$ cat config.mk
export PLATFORM = sky130hd
export DESIGN_NAME = temp_post_proc
export DESIGN_NICKNAME = d
export VERILOG_FILES = /design/src/tpp_pkg.sv /design/src/sample_if.sv /design/src/avg_filter.sv /design/src/temp_post_proc.sv /design/src/tick_gen.sv
export SDC_FILE = /design/constraint.sdc
export NUM_CORES = 1
export LEC_CHECK = 0
export BUFFER_PORTS_ARGS = -buffer_cell sky130_fd_sc_hd__buf_2
export CORE_ASPECT_RATIO = 1.5
export CORE_MARGIN = 3
export CORE_UTILIZATION = 63
export DETAILED_ROUTE_END_ITERATION = 12
export PLACE_DENSITY = 0.8
export SETUP_SLACK_MARGIN = 0.5
export SYNTH_ARGS = -nofsm -noshare
export SYNTH_HDL_FRONTEND = slang
export SYNTH_SLANG_ARGS = --single-unit
$ cat constraint.sdc
create_clock -name i_ref_clk -period 10.6 [get_ports i_ref_clk]
set_input_delay 2.12 -clock i_ref_clk [delete_from_list [all_inputs] [get_ports i_ref_clk]]
set_output_delay 2.12 -clock i_ref_clk [all_outputs]
set_load 0.01 [all_outputs]
$ cat src/tpp_pkg.sv
// Constants, register map and types of the temperature post-processing block
package tpp_pkg;
   // Data widths
   localparam int TEMP_W = 16;
   localparam int APB_AW = 8;

   // Register byte offsets
   localparam logic [APB_AW-1:0] ADDR_CTRL     = 8'h00;
   localparam logic [APB_AW-1:0] ADDR_AVG_TIME = 8'h04;
   localparam logic [APB_AW-1:0] ADDR_HOLD_DUR = 8'h08;
   localparam logic [APB_AW-1:0] ADDR_THRESH   = 8'h0C;
   localparam logic [APB_AW-1:0] ADDR_HYST     = 8'h10;
   localparam logic [APB_AW-1:0] ADDR_AMBIENT  = 8'h14;
   localparam logic [APB_AW-1:0] ADDR_STATUS   = 8'h18;
   localparam logic [APB_AW-1:0] ADDR_PROC     = 8'h1C;
   localparam logic [APB_AW-1:0] ADDR_AVG      = 8'h20;

   // Control register fields
   localparam int CTRL_MODE_LSB  = 0;
   localparam int CTRL_MODE_W    = 3;
   localparam int CTRL_HYST_BIT  = 3;
   localparam int CTRL_FIXED_BIT = 4;

   // Reset values
   localparam logic [4:0]        CTRL_RST     = 5'h00;
   localparam logic [15:0]       AVG_TIME_RST = 16'h0014;
   localparam logic [6:0]        HOLD_DUR_RST = 7'h01;
   localparam logic [TEMP_W-1:0] THRESH_RST   = 16'h0000;
   localparam logic [TEMP_W-1:0] HYST_RST     = 16'h0000;
   localparam logic [TEMP_W-1:0] AMBIENT_RST  = 16'h0000;

   // Hold duration limits in seconds
   localparam logic [6:0] HOLD_INFINITE = 7'h41;
   localparam logic [6:0] HOLD_OFF_VAL  = 7'h00;

   // Expiry step of one eighth and decay speed
   localparam int STEP_SHIFT  = 3;
   localparam int DECAY_SHIFT = 4;

   // Timing
   localparam int CLK_PERIOD_NS  = 100;
   localparam int AVG_STEP_MS    = 1;
   localparam int MS_TICK_CYC    = AVG_STEP_MS * 1000000 / CLK_PERIOD_NS;
   localparam int MS_PER_S       = 1000;
   localparam int DETECT_TIME_US = 90;
   localparam int DETECT_CYC     = DETECT_TIME_US * 1000 / CLK_PERIOD_NS;
   localparam int PIPE_LATENCY   = 3;

   typedef enum logic [2:0] {
      HOLD_NONE,
      MAXIMUM_HOLD_MODE,
      MINIMUM_HOLD_MODE,
      ADVANCED_MAXIMUM_HOLD_MODE,
      ADVANCED_MINIMUM_HOLD_MODE
   } hold_mode_e;

   typedef enum logic [1:0] {
      ST_TRACK,
      ST_HOLD_FIRST,
      ST_HOLD_SECOND,
      ST_DECAY
   } hold_state_e;
endpackage

$ cat src/sample_if.sv
// Sample stream carrier between the averaging stage and the hold stage
`timescale 1ns/1ns
interface sample_if #(parameter int W = 16);
   logic         valid;
   logic [W-1:0] data;
   modport src (output valid, output data);
   modport snk (input valid, input data);
endinterface

$ cat src/avg_filter.sv
// Exponential averaging stage with bypass
`timescale 1ns/1ns
module avg_filter import tpp_pkg::*; #(
   parameter int W            = TEMP_W,
   parameter int SAMPLE_SHIFT = 4
) (
   input  wire logic         i_ref_clk,
   input  wire logic         i_rst_b,
   // Samples in
   input  wire logic         i_valid,
   input  wire logic [W-1:0] i_sample,
   // Averaging time in ms
   input  wire logic [15:0]  i_avg_ms,
   // Averaged samples out
   sample_if.src             out
);
   localparam int FRAC = 16;
   localparam int AW   = W + FRAC + 1;

   function automatic logic [5:0] log2ceil(input logic [15:0] v);
      logic [5:0] r;
      r = '0;
      for (int i = 0; i < 16; i++) begin
         if ((17'(1) << i) < {1'b0, v}) begin
            r = 6'(i + 1);
         end
      end
      return r;
   endfunction

   logic signed [AW-1:0] acc_q;
   wire  signed [AW-1:0] x_ext  = AW'(signed'(i_sample)) <<< FRAC;
   wire         [5:0]    shift  = log2ceil(i_avg_ms) + 6'(SAMPLE_SHIFT);
   wire  signed [AW-1:0] step   = (x_ext - acc_q) >>> shift;
   wire                  bypass = (i_avg_ms == 16'h0000);
   wire  signed [AW-1:0] acc_d  = bypass ? x_ext : acc_q + step;

   always_ff @(posedge i_ref_clk or negedge i_rst_b) begin
      if (!i_rst_b) begin
         acc_q     <= '0;
         out.valid <= 1'b0;
         out.data  <= '0;
      end else begin
         out.valid <= i_valid;
         if (i_valid) begin
            acc_q    <= acc_d;
            out.data <= acc_d[FRAC +: W];
         end
      end
   end
endmodule // avg_filter

$ cat src/temp_post_proc.sv
// Temperature post-processing top: APB registers, averaging and hold stage
//
// Our own choices: the address map and register access over APB.
`timescale 1ns/1ns
//Contract
//- Average samples with time constant set by averaging time; zero bypasses; step 1 ms.
//- Averaging runs together with every hold mode and feeds it.
//- Five hold settings: off, peak, valley, advanced peak, advanced valley.
//- Peak hold keeps previous maximum for hold duration once input descends.
//- On expiry drop by one eighth of peak-minimum gap, hold again.
//- After second hold, decay slowly until output tracks input again.
//- Hold duration 0 to 65 s; 65 holds forever, 0 disables.
//- Valley hold mirrors peak hold with directions inverted.
//- Advanced peak accepts lower maximum only after input fell below threshold.
//- With hysteresis, peak accepted only after input fell by hysteresis amount.
//- Advanced valley accepts higher minimum only after input rose above threshold.
//- With hysteresis, minimum accepted only after input rose by hysteresis amount.
//- Hotspot detection within 90 us when averaging time is zero.
//- Both processed and averaged temperature are available.
//- Ambient source is head probe unless a fixed value is configured.
module temp_post_proc import tpp_pkg::*; #(
   parameter int W            = TEMP_W,
   parameter int TICK_CYC     = MS_TICK_CYC,
   parameter int SAMPLE_SHIFT = 4
) (
   // Clock and reset
   input  wire logic              i_ref_clk,
   input  wire logic              i_rst_b,
   // APB slave
   input  wire logic              psel,
   input  wire logic              penable,
   input  wire logic              pwrite,
   input  wire logic [APB_AW-1:0] paddr,
   input  wire logic [31:0]       pwdata,
   output logic      [31:0]       prdata,
   output logic                   pready,
   output logic                   pslverr,
   // Measurement path
   input  wire logic              i_sample_valid,
   input  wire logic [W-1:0]      i_sample,
   input  wire logic [W-1:0]      i_head_temp,
   // Results
   output logic                   o_temp_valid,
   output logic      [W-1:0]      o_processed_temperature,
   output logic      [W-1:0]      o_averaged_temperature,
   output logic      [W-1:0]      o_ambient_temperature
);
   localparam int OW = W + 1;

   if (W < 8 || W > 32) begin : g_chk_w
      $error("Temperature width must be 8 to 32 bits");
   end
   if (TICK_CYC < 2) begin : g_chk_tick
      $error("Tick period must be at least 2 cycles");
   end
   if (PIPE_LATENCY > DETECT_CYC) begin : g_chk_lat
      $error("Pipeline latency exceeds hotspot detection time");
   end

   // Flip sign for minimum modes so one peak engine serves both
   function automatic logic signed [OW-1:0] orient(input logic [W-1:0] v,
                                                   input logic inv);
      logic signed [OW-1:0] e;
      e = OW'(signed'(v));
      return inv ? -e : e;
   endfunction

   function automatic hold_mode_e decode_mode(input logic [CTRL_MODE_W-1:0] v);
      case (v)
         3'h1:    return MAXIMUM_HOLD_MODE;
         3'h2:    return MINIMUM_HOLD_MODE;
         3'h3:    return ADVANCED_MAXIMUM_HOLD_MODE;
         3'h4:    return ADVANCED_MINIMUM_HOLD_MODE;
         default: return HOLD_NONE;
      endcase
   endfunction

   // Registers
   logic [4:0]   ctrl_q;
   logic [15:0]  avg_ms_q;
   logic [6:0]   hold_dur_q;
   logic [W-1:0] thresh_q;
   logic [W-1:0] hyst_q;
   logic [W-1:0] ambient_q;

   wire        acc_ok = psel & penable;
   wire        wr     = acc_ok & pwrite;
   wire [31:0] wd     = pwdata;
   wire        mapped = (paddr == ADDR_CTRL)     || (paddr == ADDR_AVG_TIME) ||
                        (paddr == ADDR_HOLD_DUR) || (paddr == ADDR_THRESH)   ||
                        (paddr == ADDR_HYST)     || (paddr == ADDR_AMBIENT)  ||
                        (paddr == ADDR_STATUS)   || (paddr == ADDR_PROC)     ||
                        (paddr == ADDR_AVG);

   assign pready  = 1'b1;
   assign pslverr = acc_ok & ~mapped;

   always_ff @(posedge i_ref_clk or negedge i_rst_b) begin
      if (!i_rst_b) begin
         ctrl_q     <= CTRL_RST;
         avg_ms_q   <= AVG_TIME_RST;
         hold_dur_q <= HOLD_DUR_RST;
         thresh_q   <= THRESH_RST;
         hyst_q     <= HYST_RST;
         ambient_q  <= AMBIENT_RST;
      end else if (wr) begin
         case (paddr)
            ADDR_CTRL:     ctrl_q    <= wd[4:0];
            ADDR_AVG_TIME: avg_ms_q  <= wd[15:0];
            ADDR_HOLD_DUR: hold_dur_q <= (wd[6:0] > HOLD_INFINITE) ? HOLD_INFINITE
                                                                   : wd[6:0];
            ADDR_THRESH:   thresh_q  <= wd[W-1:0];
            ADDR_HYST:     hyst_q    <= wd[W-1:0];
            ADDR_AMBIENT:  ambient_q <= wd[W-1:0];
            default:       ;
         endcase
      end
   end

   // Mode decode
   wire hold_mode_e mode   = decode_mode(ctrl_q[CTRL_MODE_LSB +: CTRL_MODE_W]);
   wire             hyst_en = ctrl_q[CTRL_HYST_BIT];
   wire             use_fix = ctrl_q[CTRL_FIXED_BIT];
   wire             inv     = (mode == MINIMUM_HOLD_MODE) ||
                              (mode == ADVANCED_MINIMUM_HOLD_MODE);
   wire             simple  = (mode == MAXIMUM_HOLD_MODE) ||
                              (mode == MINIMUM_HOLD_MODE);
   wire             adv     = (mode == ADVANCED_MAXIMUM_HOLD_MODE) ||
                              (mode == ADVANCED_MINIMUM_HOLD_MODE);

   // Ambient compensation source
   always_ff @(posedge i_ref_clk or negedge i_rst_b) begin
      if (!i_rst_b) begin
         o_ambient_temperature <= '0;
      end else begin
         o_ambient_temperature <= use_fix ? ambient_q : i_head_temp;
      end
   end

   // Averaging stage and ms tick
   sample_if #(.W(W)) avg_bus ();
   logic ms_tick;

   tick_gen #(.TICK_CYC(TICK_CYC)) u_tick (
      .i_ref_clk (i_ref_clk),
      .i_rst_b   (i_rst_b),
      .o_tick    (ms_tick)
   );

   avg_filter #(.W(W), .SAMPLE_SHIFT(SAMPLE_SHIFT)) u_avg (
      .i_ref_clk (i_ref_clk),
      .i_rst_b   (i_rst_b),
      .i_valid   (i_sample_valid),
      .i_sample  (i_sample),
      .i_avg_ms  (avg_ms_q),
      .out       (avg_bus.src)
   );

   // Hold stage state
   hold_state_e          st_q;
   hold_mode_e           mode_prev_q;
   logic signed [OW-1:0] held_q;
   logic signed [OW-1:0] min_q;
   logic signed [OW-1:0] cand_q;
   logic                 armed_q;
   logic [9:0]           ms_cnt_q;
   logic [6:0]           sec_cnt_q;

   wire signed [OW-1:0] x     = orient(avg_bus.data, inv);
   wire signed [OW-1:0] thr   = orient(thresh_q, inv);
   wire signed [OW-1:0] hyst  = OW'(hyst_q);
   wire                 fresh = (mode != mode_prev_q);
   wire                 hold_en = simple && (hold_dur_q != HOLD_OFF_VAL);
   wire                 expire  = (hold_dur_q != HOLD_INFINITE) &&
                                  (sec_cnt_q >= hold_dur_q);
   wire signed [OW-1:0] gap     = held_q - min_q;
   wire signed [OW-1:0] stepped = held_q - (gap >>> STEP_SHIFT);
   wire signed [OW-1:0] decayed = held_q - ((held_q - x) >>> DECAY_SHIFT);
   wire signed [OW-1:0] cand_n  = (x > cand_q) ? x : cand_q;
   wire                 passed  = hyst_en ? (x <= cand_n - hyst)
                                          : (x < cand_n);
   wire                 allowed = (cand_n >= held_q) || armed_q;
   wire                 below   = (x < thr);
   wire signed [OW-1:0] out_o   = inv ? -held_q : held_q;

   // Hold timer in ms and seconds
   wire timer_run = (st_q == ST_HOLD_FIRST) || (st_q == ST_HOLD_SECOND);
   wire restart   = avg_bus.valid && (x > held_q || (timer_run && expire));

   always_ff @(posedge i_ref_clk or negedge i_rst_b) begin
      if (!i_rst_b) begin
         ms_cnt_q  <= '0;
         sec_cnt_q <= '0;
      end else if (!timer_run || restart) begin
         ms_cnt_q  <= '0;
         sec_cnt_q <= '0;
      end else if (ms_tick) begin
         ms_cnt_q  <= (ms_cnt_q == 10'(MS_PER_S - 1)) ? '0 : ms_cnt_q + 1'b1;
         if (ms_cnt_q == 10'(MS_PER_S - 1) && sec_cnt_q != 7'h7F) begin
            sec_cnt_q <= sec_cnt_q + 1'b1;
         end
      end
   end

   always_ff @(posedge i_ref_clk or negedge i_rst_b) begin
      if (!i_rst_b) begin
         st_q        <= ST_TRACK;
         mode_prev_q <= HOLD_NONE;
         held_q      <= '0;
         min_q       <= '0;
         cand_q      <= '0;
         armed_q     <= 1'b0;
      end else if (avg_bus.valid) begin
         mode_prev_q <= mode;
         if (fresh || !(hold_en || adv)) begin
            st_q    <= ST_TRACK;
            held_q  <= x;
            min_q   <= x;
            cand_q  <= x;
            armed_q <= 1'b0;
         end else if (adv) begin
            if (below) begin
               armed_q <= 1'b1;
            end
            if (passed && allowed) begin
               held_q  <= cand_n;
               cand_q  <= x;
               armed_q <= below;
            end else if (passed) begin
               cand_q  <= x;
            end else begin
               cand_q  <= cand_n;
            end
         end else begin
            case (st_q)
               ST_TRACK: begin
                  if (x >= held_q) begin
                     held_q <= x;
                  end else begin
                     st_q  <= ST_HOLD_FIRST;
                     min_q <= x;
                  end
               end
               ST_HOLD_FIRST, ST_HOLD_SECOND: begin
                  if (x > held_q) begin
                     held_q <= x;
                     min_q  <= x;
                     st_q   <= ST_HOLD_FIRST;
                  end else if (expire) begin
                     if (st_q == ST_HOLD_FIRST) begin
                        held_q <= stepped;
                        min_q  <= x;
                        st_q   <= ST_HOLD_SECOND;
                     end else begin
                        st_q <= ST_DECAY;
                     end
                  end else if (x < min_q) begin
                     min_q <= x;
                  end
               end
               ST_DECAY: begin
                  if (x >= decayed) begin
                     held_q <= x;
                     st_q   <= ST_TRACK;
                  end else begin
                     held_q <= decayed;
                  end
               end
               default: st_q <= ST_TRACK;
            endcase
         end
      end
   end

   // Output register; processed follows averaged when no hold runs
   logic out_pend_q;
   always_ff @(posedge i_ref_clk or negedge i_rst_b) begin
      if (!i_rst_b) begin
         out_pend_q              <= 1'b0;
         o_temp_valid            <= 1'b0;
         o_averaged_temperature  <= '0;
         o_processed_temperature <= '0;
      end else begin
         out_pend_q   <= avg_bus.valid;
         o_temp_valid <= out_pend_q;
         if (avg_bus.valid) begin
            o_averaged_temperature <= avg_bus.data;
         end
         if (out_pend_q) begin
            o_processed_temperature <= out_o[W-1:0];
         end
      end
   end

   // Register read mux
   wire [31:0] status_word = {24'h00_0000, 1'b0, armed_q, st_q, 1'b0, ctrl_q[2:0]};
   always_comb begin
      prdata = 32'h0000_0000;
      if (acc_ok && !pwrite) begin
         case (paddr)
            ADDR_CTRL:     prdata = {27'h000_0000, ctrl_q};
            ADDR_AVG_TIME: prdata = {16'h0000, avg_ms_q};
            ADDR_HOLD_DUR: prdata = {25'h000_0000, hold_dur_q};
            ADDR_THRESH:   prdata = 32'(thresh_q);
            ADDR_HYST:     prdata = 32'(hyst_q);
            ADDR_AMBIENT:  prdata = 32'(ambient_q);
            ADDR_STATUS:   prdata = status_word;
            ADDR_PROC:     prdata = 32'(o_processed_temperature);
            ADDR_AVG:      prdata = 32'(o_averaged_temperature);
            default:       prdata = 32'h0000_0000;
         endcase
      end
   end
endmodule // temp_post_proc

$ cat src/tick_gen.sv
// Millisecond tick generator
`timescale 1ns/1ns
module tick_gen #(
   parameter int TICK_CYC = 10000
) (
   input  wire logic i_ref_clk,
   input  wire logic i_rst_b,
   output logic      o_tick
);
   localparam int CW = $clog2(TICK_CYC + 1);
   localparam logic [CW-1:0] LAST = CW'(TICK_CYC - 1);

   logic [CW-1:0] cnt_q;
   wire           wrap = (cnt_q == LAST);

   always_ff @(posedge i_ref_clk or negedge i_rst_b) begin
      if (!i_rst_b) begin
         cnt_q  <= '0;
         o_tick <= 1'b0;
      end else begin
         cnt_q  <= wrap ? '0 : cnt_q + 1'b1;
         o_tick <= wrap;
      end
   end
endmodule // tick_gen

==> impl_metrics.json <==
{
  "detailedRoute.firstIterationViolations": 2172,
  "synth_mux_area_share_pct": 10.8,
  "post_cts_buffers": 0,
  "whs_endpoint": "u_tick.cnt_q[0]$_DFF_PN0_",
  "synth_top_family_by_area": "compound AO/OA/AOI/OAI gates",
  "clock_insertion_delay_worst_skew_ps": 590,
  "starting_utilization_of_the_core_area_pct": 64.2,
  "clock-skew-final_ps": 18.7,
  "post_drt_via_cell_ratio": 6.66,
  "worstMarginPinSlew_ps": 1170,
  "via_count_of_the_first_global_routing_pass": 22300,
  "cts.hold.buffers_added": 0,
  "cap_violations": 0,
  "synth-xor-area-share_pct": 7.04,
  "post_synth_inst_count": 2765,
  "hold_path.class": "flip-flop to flip-flop",
  "synth_simple_gate_area_share_pct": 15.6,
  "syn_area_per_cell_sq_um": 8.59,
  "std_cell_rows": 86,
  "relative_max_transition_margin_pct": 22.0,
  "fin_crit_sh_pct": 88.8,
  "timing.setup.critical_path_class": "flip-flop to flip-flop",
  "commonest_non_fill_non_tap_cell_in_the_layout": "ha_1",
  "setup_total_negative_slack_ps": 0,
  "finalInstanceArea_sq_mm": 0.0259,
  "synth-edff-count": 0,
  "numPortBuffers": 127,
  "fin_hold_ws_ps": 491,
  "hold_path_depth": 1,
  "fill_cells": 3058,
  "slew_viol_final": 0,
  "cts_buffers": 28,
  "grt_antenna_before_repair": 0,
  "postSynth.asyncResetShare_pct": 100,
  "tritoncts": "yes",
  "synth_seq_area_share_pct": 26.2,
  "min-delay-start": "u_tick.cnt_q[0]$_DFF_PN0_",
  "final_critical_path_setup_slack_ps": 1190,
  "nets": 3211,
  "synth.yosys.warnings": 0,
  "synth_adder_area_share_pct": 14.2,
  "most_frequent_cells_in_the_layout": "263 x ha_1, 246 x dfrtp_1, 210 x nor2_1, 199 x a21oi_1, 199 x nand2_1",
  "post_synth_num_cell_types": 102,
  "timing.critical_path.fanout_max": 22,
  "grt_first_pass_wirelength_um": 122000,
  "clk_root_buffer_cell": "clkbuf_16",
  "reg2regPathDepth": 39,
  "synth-compound-area-share_pct": 20.7,
  "pre_cts_ws_ps": 795,
  "num_io_pins": 161,
  "r2r-end": "held_q[0]$_DFFE_PN0P_",
  "detailroute.via_count": 22400,
  "drc_errors": 0,
  "area_growth_syn_to_layout_pct": 8.99,
  "clock-sinks": 249,
  "critical-path-max-stage-delay_ps": 640,
  "timing.critical_path.required_ps": 11060,
  "timing.critical_path.buf_inv": 3,
  "dieArea_sq_mm": 0.0401,
  "post-dp-hpwl_um": 60600,
  "post_route_cells_drive_above_1_share_pct": 14.1,
  "post-route-min-period_ps": 9410,
  "detail-route-antenna-nets": 0,
  "ys_seq_elements": 249,
  "clkTransAtPathRegs_ps": 60,
  "drt_pass1_iterations": 6,
  "grt_setup_unrepaired": "false",
  "regToRegSetupSlack_ps": 1190,
  "globalRoute.totalOverflow": 0,
  "crit_end_category": "flip-flop",
  "synthesis.area_sq_mm": 0.0238,
  "cp_arrival_ps": 9870,
  "critical-path-top-cell-by-count": "a21oi_1",
  "postRouteWirelength_um": 78500,
  "htree_num_levels": 1,
  "critical-path-top-delay-family": "compound AO/OA/AOI/OAI gates",
  "fmax_ghz": 0.106,
  "chipHeight_um": 244,
  "antenna_cells_inserted": 0,
  "kind_of_start_point_of_the_critical_path": "flip-flop",
  "drt-wirelength-per-cell_um": 23.3,
  "final-hold-violation-count": 0,
  "grt_start_max_net_pins": 71,
  "global_route.usage.total_pct": 38.5,
  "placedInstanceArea_sq_mm": 0.0249,
  "core_area_sq_mm": 0.0370,
  "top_ff_cell_synth": "dfrtp_1",
  "timing.critical_path.slowest_stage_cell": "o41ai_1",
  "run_status": "finished, final reports clean",
  "gp_routability_congestion": 1.04,
  "clock_path_buffers": 3,
  "die_width_um": 165,
  "final_setup_viols": 0,
  "startpoint_of_the_worst_register_to_register_path": "ctrl_q[1]$_DFFE_PN0P_"
}
cells in the mapped netlist (12+ instances only):
library cell  instances  area (sq um)
nor4_1               14          87.6
clkbuf_1             87           327
a211o_1              12           105
and2_1               16           100
o21ai_0             128           641
nor2b_1              43           269
inv_1               186           698
a222oi_1             13           130
o22ai_1              34           213
xnor2_1             114           998
a31oi_1              41           257
o21a_1               28           210
o31ai_1              16           120
xor2_1               77           674
and3_1               21           131
nor2_1              210           788
ha_1                263          3290
or3_1                14          87.6
nand4_1              38           238
o211ai_1             21           158
a21oi_1             199           996
o21bai_1             17           128
nand3_1              49           245
or2_2                14          87.6
a221oi_1             19           166
mux2i_1             113          1130
buf_4                18           135
nand2_1             199           747
a21o_1               83           623
dfrtp_1             246          6160
a211oi_1             17           128
nand2b_1             48           300
mux2_2              124          1400
nor3_1               58           290
metal layers:
layer / part of all wire [%] / up-vias / track usage, %
li1: - / 10200 / -
met1: 36 / 10800 / 44.0
met2: 48 / 1056 / 65.7
met3: 7.2 / 372 / 5.87
met4: 8.3 / 0 / 25.7
met5: 0 / - / 0
flip-flops by register name, summed over array words and instances (netlist names), 14 cells and up:
| register | count |
|---|---|
| cand_q | 17 |
| hyst_q | 16 |
| held_q | 17 |
| min_q | 17 |
| o_ambient_temperature | 16 |
| u_avg.acc_q | 33 |
| u_tick.cnt_q | 14 |
| ambient_q | 16 |
| o_averaged_temperature | 16 |
| o_processed_temperature | 16 |
| avg_ms_q | 16 |
| thresh_q | 16 |
final cells by class:
type,count,area [sq um],area share (%)
clock buffers,33,749,2.89
repair buffers,179,1040,4.00
inverters,188,706,2.73
well taps,484,606,2.34
clock inverters,18,196,0.759
multi-input cells,2220,16400,63.2
flip-flops and latches,249,6230,24.1
cells by family after synthesis:
group / Yosys count
buffers and inverters: 311
and+or+nand+nor: 763
muxes: 239
adders and majority gates: 267
AOI/OAI and AO/OA: 743
DFF: 249
xor gates and xnor gates: 191
other: 2
worst max-delay path by stage:
stage	cells past startpoint	slack, ps	endpoint	startpoint
2_1_floorplan	43	1380	held_q[7]$_DFFE_PN0P_	ctrl_q[2]$_DFFE_PN0P_
6_report	39	1190	held_q[0]$_DFFE_PN0P_	ctrl_q[1]$_DFFE_PN0P_
3_5_place_dp	39	790	cand_q[8]$_DFFE_PN0P_	ctrl_q[1]$_DFFE_PN0P_
5_1_grt	40	490	held_q[7]$_DFFE_PN0P_	u_avg.acc_q[17]$_DFFE_PN0P_
4_1_cts	39	710	cand_q[8]$_DFFE_PN0P_	ctrl_q[1]$_DFFE_PN0P_
3_3_place_gp	39	960	cand_q[15]$_DFFE_PN0P_	ctrl_q[1]$_DFFE_PN0P_
what timing repair did:
item,4_1_cts,5_1_grt
endpoints found under the setup margin,0,34
gates resized for setup,0,5
endpoints found under the hold margin,0,0
per-stage QoR:
step                std cells  util (%)
finish                   3371      69.9
global route             3371      69.9
CTS                      3371      69.9
detailed placement       3320      67.3
global placement         3320      67.3
floorplan                2780         -
Power is not shown: default switching activity piles up to over one toggle a cycle in this logic, so the estimate is an artifact.
